$ cat src/shared/wdt_defs.vh
`ifndef WDT_DEFS_VH
`define WDT_DEFS_VH

// ----------------------------------------------------------------
// Watchdog clock and timing
// ----------------------------------------------------------------
`define WDT_CLOCK_HZ 25000000
`define WDT_RC_OSC_HZ 32000
`define WDT_BASE_SHORT_US 1000
`define WDT_BASE_LONG_US 4000
`define WDT_PRE_SHORT_DIV (`WDT_RC_OSC_HZ * `WDT_BASE_SHORT_US / 1000000)
`define WDT_PRE_LONG_DIV (`WDT_RC_OSC_HZ * `WDT_BASE_LONG_US / 1000000)
// Terminal counts, one below the two divide ratios
`define WDT_PRE_SHORT_LAST 7'h1F
`define WDT_PRE_LONG_LAST 7'h7F
`define WDT_PRE_W 7
`define WDT_POST_W 15
`define WDT_POST_SEL_W 4

// ----------------------------------------------------------------
// Register byte offsets
// ----------------------------------------------------------------
`define WDT_ADDR_W 12
`define WDT_OFS_RESET_CTRL 12'h000
`define WDT_OFS_STATUS 12'h004
`define WDT_OFS_IRQ_STATUS 12'h008
`define WDT_OFS_IRQ_ENABLE 12'h00C
`define WDT_OFS_IRQ_CLEAR 12'h010

// ----------------------------------------------------------------
// Reset-control register fields
// ----------------------------------------------------------------
`define WDT_RC_SOFT_EN_BIT 5
`define WDT_RC_TIMEOUT_BIT 4
`define WDT_RC_SLEEP_BIT 3
`define WDT_RC_IDLE_BIT 2

// ----------------------------------------------------------------
// Status register fields
// ----------------------------------------------------------------
`define WDT_ST_RUNNING_BIT 0
`define WDT_ST_OSC_EN_BIT 1
`define WDT_ST_STATE_LSB 2
`define WDT_ST_POST_LSB 16

// ----------------------------------------------------------------
// Interrupt event bits
// ----------------------------------------------------------------
`define WDT_IRQ_W 2
`define WDT_IRQ_TIMEOUT_BIT 0
`define WDT_IRQ_WAKE_BIT 1

`endif

$ cat src/hw/wdt_div.v
`timescale 1ns/1ns
`include "wdt_defs.vh"

module wdt_div (
    input wire clk_in,
    input wire rst_n_in,
    input wire clear_in,
    input wire tick_in,
    input wire ratio_sel_in,
    input wire [`WDT_POST_SEL_W-1:0] post_sel_in,
    output wire timeout_out,
    output wire [`WDT_POST_W-1:0] post_count_out
);

    // Terminal count of the postscaler for a ratio of 2 to the n
    function [`WDT_POST_W-1:0] post_last;
        input [`WDT_POST_SEL_W-1:0] sel;
        begin
            post_last = ({`WDT_POST_W{1'b1}} >> (4'hF - sel));
        end
    endfunction

    reg [`WDT_PRE_W-1:0] pre_q;
    reg [`WDT_POST_W-1:0] post_q;
    wire [`WDT_PRE_W-1:0] pre_last;
    wire pre_carry;

    assign pre_last = ratio_sel_in ? `WDT_PRE_LONG_LAST : `WDT_PRE_SHORT_LAST;
    assign pre_carry = tick_in && (pre_q >= pre_last);
    assign timeout_out = pre_carry && (post_q >= post_last(post_sel_in));
    assign post_count_out = post_q;

    always @(posedge clk_in) begin
        if (!rst_n_in || clear_in) begin
            pre_q <= {`WDT_PRE_W{1'b0}};
            post_q <= {`WDT_POST_W{1'b0}};
        end else if (tick_in) begin
            if (pre_carry) begin
                pre_q <= {`WDT_PRE_W{1'b0}};
                if (timeout_out) begin
                    post_q <= {`WDT_POST_W{1'b0}};
                end else begin
                    post_q <= post_q + 1'b1;
                end
            end else begin
                pre_q <= pre_q + 1'b1;
            end
        end
    end

endmodule

$ cat src/hw/wdt_top.v
`timescale 1ns/1ns
`include "wdt_defs.vh"

// Summary of operation
// - Counts the low-power RC clock; enabling the watchdog enables that oscillator.
// - Prescaler divides the RC clock by 32 or by 128.
// - Prescaler output gives 1 ms or 4 ms base period at 32 kHz.
// - Four-bit postscaler divides the base further, sixteen settings.
// - Postscaler code n divides by two to the n.
// - Prescale select one gives 128, zero gives 32.
// - Device reset and clock switch completion clear all counters.
// - Entering and leaving sleep or idle clears all counters.
// - Clear instruction in normal execution clears all counters.
// - Enabled watchdog keeps counting in sleep and idle.
// - Time-out in sleep or idle wakes the core, no reset.
// - Every time-out sets a sticky flag cleared only by software or the reset input.
// - Fuse enable set keeps the watchdog always running.
// - Fuse enable clear makes the software enable bit control running.
// - Software enable bit clears on any device reset.
module wdt_top (
    input wire CLOCK_IN,
    input wire RST_N_IN,
    input wire LOW_POWER_RC_OSC_CLK_IN,
    input wire WATCHDOG_FUSE_ENABLE_IN,
    input wire PRESCALE_RATIO_SELECT_IN,
    input wire [`WDT_POST_SEL_W-1:0] POSTSCALE_SELECT_IN,
    input wire CLOCK_SWITCH_DONE_IN,
    input wire POWER_SAVE_INSTR_IN,
    input wire POWER_SAVE_IDLE_IN,
    input wire WAKE_EVENT_IN,
    input wire WATCHDOG_CLEAR_INSTR_IN,
    input wire PSEL_IN,
    input wire PENABLE_IN,
    input wire PWRITE_IN,
    input wire [`WDT_ADDR_W-1:0] PADDR_IN,
    input wire [31:0] PWDATA_IN,
    output wire PREADY_OUT,
    output wire PSLVERR_OUT,
    output wire [31:0] PRDATA_OUT,
    output wire LOW_POWER_RC_OSC_EN_OUT,
    output wire WAKE_OUT,
    output wire WDT_RESET_OUT,
    output wire IRQ_OUT
);

    // ----------------------------------------------------------------
    // Power states
    // ----------------------------------------------------------------
    localparam ST_RUN = 2'b00;
    localparam ST_SLEEP = 2'b01;
    localparam ST_IDLE = 2'b10;

    // ----------------------------------------------------------------
    // Declarations
    // ----------------------------------------------------------------
    reg [1:0] state_q;
    reg [1:0] state_d;
    reg soft_en_q;
    reg soft_en_d;
    reg timeout_flag_q;
    reg timeout_flag_d;
    reg sleep_flag_q;
    reg sleep_flag_d;
    reg idle_flag_q;
    reg idle_flag_d;
    reg [`WDT_IRQ_W-1:0] irq_status_q;
    reg [`WDT_IRQ_W-1:0] irq_status_d;
    reg [`WDT_IRQ_W-1:0] irq_enable_q;
    reg [`WDT_IRQ_W-1:0] irq_enable_d;
    reg rc_osc_prev_q;
    reg wake_q;
    reg wdt_reset_q;
    reg [31:0] prdata_q;
    reg [31:0] prdata_d;
    reg slverr_q;
    reg slverr_d;

    wire running;
    wire rc_osc_rise;
    wire count_tick;
    wire div_timeout;
    wire div_clear;
    wire [`WDT_POST_W-1:0] post_count;
    wire in_power_save;
    wire enter_power_save;
    wire leave_power_save;
    wire normal_clear;
    wire timeout_normal;
    wire timeout_saved;
    wire apb_setup;
    wire apb_access;
    wire apb_write;
    wire apb_read;
    wire addr_ok;
    wire [`WDT_IRQ_W-1:0] irq_events;
    wire wr_reset_ctrl;
    wire wr_irq_enable;
    wire wr_irq_clear;
    wire osc_enable;

    // ----------------------------------------------------------------
    // Address decode
    // ----------------------------------------------------------------
    function is_mapped;
        input [`WDT_ADDR_W-1:0] addr;
        begin
            if (addr == `WDT_OFS_RESET_CTRL) begin
                is_mapped = 1'b1;
            end else if (addr == `WDT_OFS_STATUS) begin
                is_mapped = 1'b1;
            end else if (addr == `WDT_OFS_IRQ_STATUS) begin
                is_mapped = 1'b1;
            end else if (addr == `WDT_OFS_IRQ_ENABLE) begin
                is_mapped = 1'b1;
            end else if (addr == `WDT_OFS_IRQ_CLEAR) begin
                is_mapped = 1'b1;
            end else begin
                is_mapped = 1'b0;
            end
        end
    endfunction

    // ----------------------------------------------------------------
    // Enable and clock source
    // ----------------------------------------------------------------
    // fuse forces running
    assign running = WATCHDOG_FUSE_ENABLE_IN || soft_en_q;

    assign osc_enable = running;
    assign LOW_POWER_RC_OSC_EN_OUT = osc_enable;

    // RC clock is slow against the core clock, so one edge per tick
    assign rc_osc_rise = LOW_POWER_RC_OSC_CLK_IN && !rc_osc_prev_q;

    // power state does not gate
    // Counts are in RC ticks, so the core clock rate does not matter
    assign count_tick = rc_osc_rise && running;

    // ----------------------------------------------------------------
    // Sequencing events
    // ----------------------------------------------------------------
    assign in_power_save = (state_q != ST_RUN);
    // A time-out in the same cycle wins: the reset request, not sleep
    assign enter_power_save = POWER_SAVE_INSTR_IN && !in_power_save && !div_timeout;
    assign timeout_normal = div_timeout && !in_power_save;
    assign timeout_saved = div_timeout && in_power_save;
    assign leave_power_save = in_power_save && (WAKE_EVENT_IN || timeout_saved);
    assign normal_clear = WATCHDOG_CLEAR_INSTR_IN && !in_power_save;

    // clock switch, power-save entry or exit, clear instruction, time-out
    // Held clear while stopped, so a restart begins a full period
    assign div_clear = CLOCK_SWITCH_DONE_IN || enter_power_save || leave_power_save ||
                       normal_clear || timeout_normal || !running;

    wdt_div i_wdt_div (
        .clk_in(CLOCK_IN),
        .rst_n_in(RST_N_IN),
        .clear_in(div_clear),
        .tick_in(count_tick),
        .ratio_sel_in(PRESCALE_RATIO_SELECT_IN),
        .post_sel_in(POSTSCALE_SELECT_IN),
        .timeout_out(div_timeout),
        .post_count_out(post_count)
    );

    // ----------------------------------------------------------------
    // Power state machine
    // ----------------------------------------------------------------
    always @* begin
        state_d = state_q;
        case (state_q)
            ST_RUN: begin
                if (enter_power_save) begin
                    state_d = POWER_SAVE_IDLE_IN ? ST_IDLE : ST_SLEEP;
                end
            end
            ST_SLEEP, ST_IDLE: begin
                if (leave_power_save) begin
                    state_d = ST_RUN;
                end
            end
            default: begin
                state_d = ST_RUN;
            end
        endcase
    end

    // ----------------------------------------------------------------
    // APB slave
    // ----------------------------------------------------------------
    // Zero wait states; the answer is ready in the access cycle
    assign apb_setup = PSEL_IN && !PENABLE_IN;
    assign apb_access = PSEL_IN && PENABLE_IN;
    assign apb_write = apb_access && PWRITE_IN && addr_ok;
    assign apb_read = apb_setup && !PWRITE_IN;
    assign addr_ok = is_mapped(PADDR_IN);
    assign PREADY_OUT = apb_access;
    assign PSLVERR_OUT = apb_access && slverr_q;
    assign PRDATA_OUT = prdata_q;

    // ----------------------------------------------------------------
    // Register write strobes
    // ----------------------------------------------------------------
    // Decoded once so every writer sees the same address match
    assign wr_reset_ctrl = apb_write && (PADDR_IN == `WDT_OFS_RESET_CTRL);
    assign wr_irq_enable = apb_write && (PADDR_IN == `WDT_OFS_IRQ_ENABLE);
    assign wr_irq_clear = apb_write && (PADDR_IN == `WDT_OFS_IRQ_CLEAR);

    // Read data captured in setup so it stands through the access phase
    always @* begin
        prdata_d = prdata_q;
        slverr_d = slverr_q;
        if (apb_setup) begin
            slverr_d = !is_mapped(PADDR_IN);
            prdata_d = 32'h00000000;
            if (apb_read) begin
                if (PADDR_IN == `WDT_OFS_RESET_CTRL) begin
                    prdata_d[`WDT_RC_SOFT_EN_BIT] = soft_en_q;
                    prdata_d[`WDT_RC_TIMEOUT_BIT] = timeout_flag_q;
                    prdata_d[`WDT_RC_SLEEP_BIT] = sleep_flag_q;
                    prdata_d[`WDT_RC_IDLE_BIT] = idle_flag_q;
                end else if (PADDR_IN == `WDT_OFS_STATUS) begin
                    prdata_d[`WDT_ST_RUNNING_BIT] = running;
                    prdata_d[`WDT_ST_OSC_EN_BIT] = osc_enable;
                    prdata_d[`WDT_ST_STATE_LSB +: 2] = state_q;
                    prdata_d[`WDT_ST_POST_LSB +: `WDT_POST_W] = post_count;
                end else if (PADDR_IN == `WDT_OFS_IRQ_STATUS) begin
                    prdata_d[`WDT_IRQ_W-1:0] = irq_status_q;
                end else if (PADDR_IN == `WDT_OFS_IRQ_ENABLE) begin
                    prdata_d[`WDT_IRQ_W-1:0] = irq_enable_q;
                end else begin
                    prdata_d = 32'h00000000;
                end
            end
        end
    end

    // Bus flops kept apart from the watchdog state
    always @(posedge CLOCK_IN) begin
        if (!RST_N_IN) begin
            prdata_q <= 32'h00000000;
            slverr_q <= 1'b0;
        end else begin
            prdata_q <= prdata_d;
            slverr_q <= slverr_d;
        end
    end

    // ----------------------------------------------------------------
    // Reset-control register
    // ----------------------------------------------------------------
    always @* begin
        soft_en_d = soft_en_q;
        timeout_flag_d = timeout_flag_q;
        sleep_flag_d = sleep_flag_q;
        idle_flag_d = idle_flag_q;
        if (wr_reset_ctrl) begin
            soft_en_d = PWDATA_IN[`WDT_RC_SOFT_EN_BIT];
            timeout_flag_d = timeout_flag_q && PWDATA_IN[`WDT_RC_TIMEOUT_BIT];
            sleep_flag_d = sleep_flag_q && PWDATA_IN[`WDT_RC_SLEEP_BIT];
            idle_flag_d = idle_flag_q && PWDATA_IN[`WDT_RC_IDLE_BIT];
        end
        // Hardware sets win over a clearing write in the same cycle
        if (enter_power_save) begin
            sleep_flag_d = sleep_flag_d || !POWER_SAVE_IDLE_IN;
            idle_flag_d = idle_flag_d || POWER_SAVE_IDLE_IN;
        end
        if (div_timeout) begin
            timeout_flag_d = 1'b1;
        end
        // watchdog reset is a device reset
        if (timeout_normal) begin
            soft_en_d = 1'b0;
        end
    end

    // ----------------------------------------------------------------
    // Interrupt status, enable and clear
    // ----------------------------------------------------------------
    // Bit 1 also rises on a wake from another source
    assign irq_events = {leave_power_save, div_timeout};

    always @* begin
        irq_status_d = irq_status_q;
        irq_enable_d = irq_enable_q;
        if (wr_irq_clear) begin
            irq_status_d = irq_status_q & ~PWDATA_IN[`WDT_IRQ_W-1:0];
        end
        if (wr_irq_enable) begin
            irq_enable_d = PWDATA_IN[`WDT_IRQ_W-1:0];
        end
        irq_status_d = irq_status_d | irq_events;
    end

    assign IRQ_OUT = |(irq_status_q & irq_enable_q);

    // ----------------------------------------------------------------
    // Flip-flops
    // ----------------------------------------------------------------
    always @(posedge CLOCK_IN) begin
        if (!RST_N_IN) begin
            state_q <= ST_RUN;
            soft_en_q <= 1'b0;
            timeout_flag_q <= 1'b0;
            sleep_flag_q <= 1'b0;
            idle_flag_q <= 1'b0;
            irq_status_q <= {`WDT_IRQ_W{1'b0}};
            irq_enable_q <= {`WDT_IRQ_W{1'b0}};
            rc_osc_prev_q <= 1'b0;
            wake_q <= 1'b0;
            wdt_reset_q <= 1'b0;
        end else begin
            state_q <= state_d;
            soft_en_q <= soft_en_d;
            timeout_flag_q <= timeout_flag_d;
            sleep_flag_q <= sleep_flag_d;
            idle_flag_q <= idle_flag_d;
            irq_status_q <= irq_status_d;
            irq_enable_q <= irq_enable_d;
            rc_osc_prev_q <= LOW_POWER_RC_OSC_CLK_IN;
            wake_q <= leave_power_save;
            wdt_reset_q <= timeout_normal;
        end
    end

    assign WAKE_OUT = wake_q;
    assign WDT_RESET_OUT = wdt_reset_q;

endmodule

$ cat config.mk
export PLATFORM = sky130hd
export DESIGN_NAME = wdt_top
export DESIGN_NICKNAME = d
export VERILOG_FILES = /design/src/hw/wdt_div.v /design/src/hw/wdt_top.v
export VERILOG_INCLUDE_DIRS = /design/src /design/src/shared
export SDC_FILE = /design/constraint.sdc
export NUM_CORES = 1
export LEC_CHECK = 0
export ABC_AREA = 0
export BUFFER_PORTS_ARGS = -buffer_cell sky130_fd_sc_hd__buf_2
export CORE_MARGIN = 10
export CORE_UTILIZATION = 46
export DETAILED_ROUTE_END_ITERATION = 7
export PLACE_DENSITY_LB_ADDON = 0.25
export SLEW_MARGIN = 20
export SYNTH_ARGS = -nofsm -noshare
export SYNTH_HDL_FRONTEND = slang
export SYNTH_SLANG_ARGS = --single-unit
$ cat constraint.sdc
create_clock -name CLOCK_IN -period 2.33 [get_ports CLOCK_IN]
set_input_delay 0 -clock CLOCK_IN [delete_from_list [all_inputs] [get_ports CLOCK_IN]]
set_output_delay 0 -clock CLOCK_IN [all_outputs]
set_load 0.01 [all_outputs]
==> metrics <==
run status=complete, no violations; post-route setup TNS=0 ns; Fin. Hold Viols=0; starting density of the core=47.2%; Worst Tran Pin Value=0.517 ns; number of enable flip-flop cells after synthesis=0; ys async rst share=0%; Placed Area=3410 um^2; Synth Instances=349; R2R cell count=9; Clock transition at path regs=0.07 ns; worst path arrival time=2.40 ns; initial antenna violation count=0; I/O Buffers=61; met2 routed WL=3360 um; CTS H-tree lvls=3; routed wire length=7240 um; R2R Path End=state_q[1]; share of layout cells above drive strength 1=24.7%; Rel. slew slack=65.3%; RR Startpoint=i_wdt_div.post_count_out[0]; Max clock buf depth=2; Critical Path Start Type=flip-flop; # setup viols final=0; CTS tree=yes; total congestion overflow=0; largest cells by area after synthesis=dfxtp_1 (38%), ha_1 (8.4%), nor2_1 (6.9%); Design Area, Final=3750 um^2; Ys Warns=0; fin crit period=2.19 ns; metal3 WL=521 um; worst-path cell chain=inv_1 > ha_1 > nand2b_1 > a211oi_2 > o311a_1 > o41ai_4 > a21oi_1 > a2bb2oi_1 > o22ai_1; Critical Path RT=2.54 ns; Total Power=2.13 mW; routed vias/inst=5.13; Overall Global Routing Usage=14.0%; Ports=99; area delta synth->final=25.7%; min setup slack post-route=0.139 ns; Met1 Routed Length=3310 um; Synth top area share=38.3%; Finished Layout Cells=519; FF+latch count, synth=57; Synth Flop Type=dfxtp_1; routability cong.=0.842; MaxCap Viol Count=0; HPWL after DPL=5550 um; CP max stage cell=o311a_1; Worst Skew=0.00842 ns; crit path from=i_wdt_div.post_count_out[0]; final slew viol count=0; fin nets=518; crit path capture type=flip-flop; Worst-Skew Late Latency=0.33 ns; DIE WIDTH=100 um; WHS=0.0159 ns; Top Metal Used=met4; CP delay by family, top=compound AO/OA/AOI/OAI gates; clock sinks=57; Synth Area per Inst=8.54 um^2; first-pass GRT wire length=11,700 um; FMAX=0.456 GHz; VDD IR-drop max=0.303 mV; stages on the worst setup path=9; critical path type=reg2reg; wire length per cell=13.9 um; Seq/Total Area, Yosys=38.3%; crit-path max cell delay=0.39 ns; Power Density=568 nW/um^2; 1st-iter DRT viols=120; total core area=6310 um^2; Rows=29; Distinct cells, synth=49; dominant cell type by area after synthesis=dfxtp_1; Util after Layout=59.3%; Post-DRT Antenna Nets=0; count leader, synth=dfxtp_1; DIE AREA=10,100 um^2; buffer and inverter count on the worst path=1; worst hold path class=in2reg; Post-synth top cells=dfxtp_1 (57), nor2_1 (55), nand2_1 (34); vias in the first global route=2,469; DR vias=2,661; Worst Setup EP=state_q[1]; largest net degree at the start of global routing=29; # diodes=0; chip height=100 um; placed cell count=490; Cell Area, Synth=2980 um^2; Place WS=0.0583 ns; Root Driver=clkbuf_8; DRC errors left=0; TritonCTS Buffers=9; critical path peak fanout=5; final period utilization=94.1%; 1st-pass router iterations=4; reg2reg setup slack=0.14 ns; P_leak=1.66 nW
[placed cells by master, fill, tap and decap left out, types with 3 or more instances in the layout]
cell type      instances
buf_2                 61
dfxtp_1               56
nor2_1                55
nand2_1               34
a21oi_1               22
ha_1                  20
a22oi_1               19
buf_4                 16
o21ai_0               11
conb_1                11
clkbuf_8              11
dlygate4sd3_1         10
nor3_1                 9
xnor2_1                9
xor2_1                 9
nand3_1                8
nand4_1                8
inv_1                  6
and2_1                 6
nand2b_1               6
and3_1                 4
nor4_1                 3
mux2i_1                3
mux2_2                 3
clkinv_2               3
[power breakdown]
group	switching [mW]	leakage (nW)	internal [mW]
clock network	0.390	0.109	0.548
registers	0.00614	0.461	0.987
logic	0.111	1.09	0.0868
total	0.507	1.66	1.62
[layer usage]
metal / GRT usage [%] / vias up
met5: 0 / -
met4: 5.22 / 0
met3: 4.53 / 6
met2: 21.6 / 57
met1: 17.7 / 1206
li1: - / 1392
[worst min-delay path: cells and delay by family]
family	cells	cell delay (ns)
mux	1	0.12
buf+inv	1	0.10
compound gates	1	0.06
[final cells by class]
cell class,instances,area (um^2)
clock inverter,5,53.8
multi-input combinational,273,1720
fill,585,2570
inverter,7,26.3
tap,77,96.3
clock buffer,11,151
timing repair buffer,89,557
sequential,57,1140
[worst min-delay path by stage]
stage	start	to	cells after the start
final	PWDATA_IN[5]	soft_en_q	3
after global routing	PWDATA_IN[5]	soft_en_q	3
after detailed placement	LOW_POWER_RC_OSC_CLK_IN	rc_osc_prev_q	2
after floorplan	LOW_POWER_RC_OSC_CLK_IN	rc_osc_prev_q	1
after CTS	PWDATA_IN[5]	soft_en_q	3
after global placement	LOW_POWER_RC_OSC_CLK_IN	rc_osc_prev_q	2
[sequential cells by signal, indices dropped and copies added (netlist names)]
| register | cells |
|---|---|
| soft_en_q | 1 |
| sleep_flag_q | 1 |
| timeout_flag_q | 1 |
| i_wdt_div.pre_q | 7 |
| state_q | 2 |
| irq_status_q | 2 |
| PRDATA_OUT | 21 |
| i_wdt_div.post_count_out | 15 |
| WDT_RESET_OUT | 1 |
| idle_flag_q | 1 |
| rc_osc_prev_q | 1 |
| irq_enable_q | 2 |
| slverr_q | 1 |
| WAKE_OUT | 1 |
[logic make-up after synthesis]
group,synth area share [%]
AOI/OAI and AO/OA,16.1
and+or+nand+nor,24.2
other,0.126
DFF,38.3
muxes,2.14
xor gates and xnor gates,5.29
adders and majority gates,8.40
buffers and inverters,5.42
[what timing repair did]
action | CTS | global route
setup buffers | 0 | 3
endpoints found under the setup margin | 0 | 6
resized for setup | 0 | 3
hold buffers | 10 | 0
hold endpoints to repair | 10 | 0
Note: power is estimated with default switching activity, not from simulation.
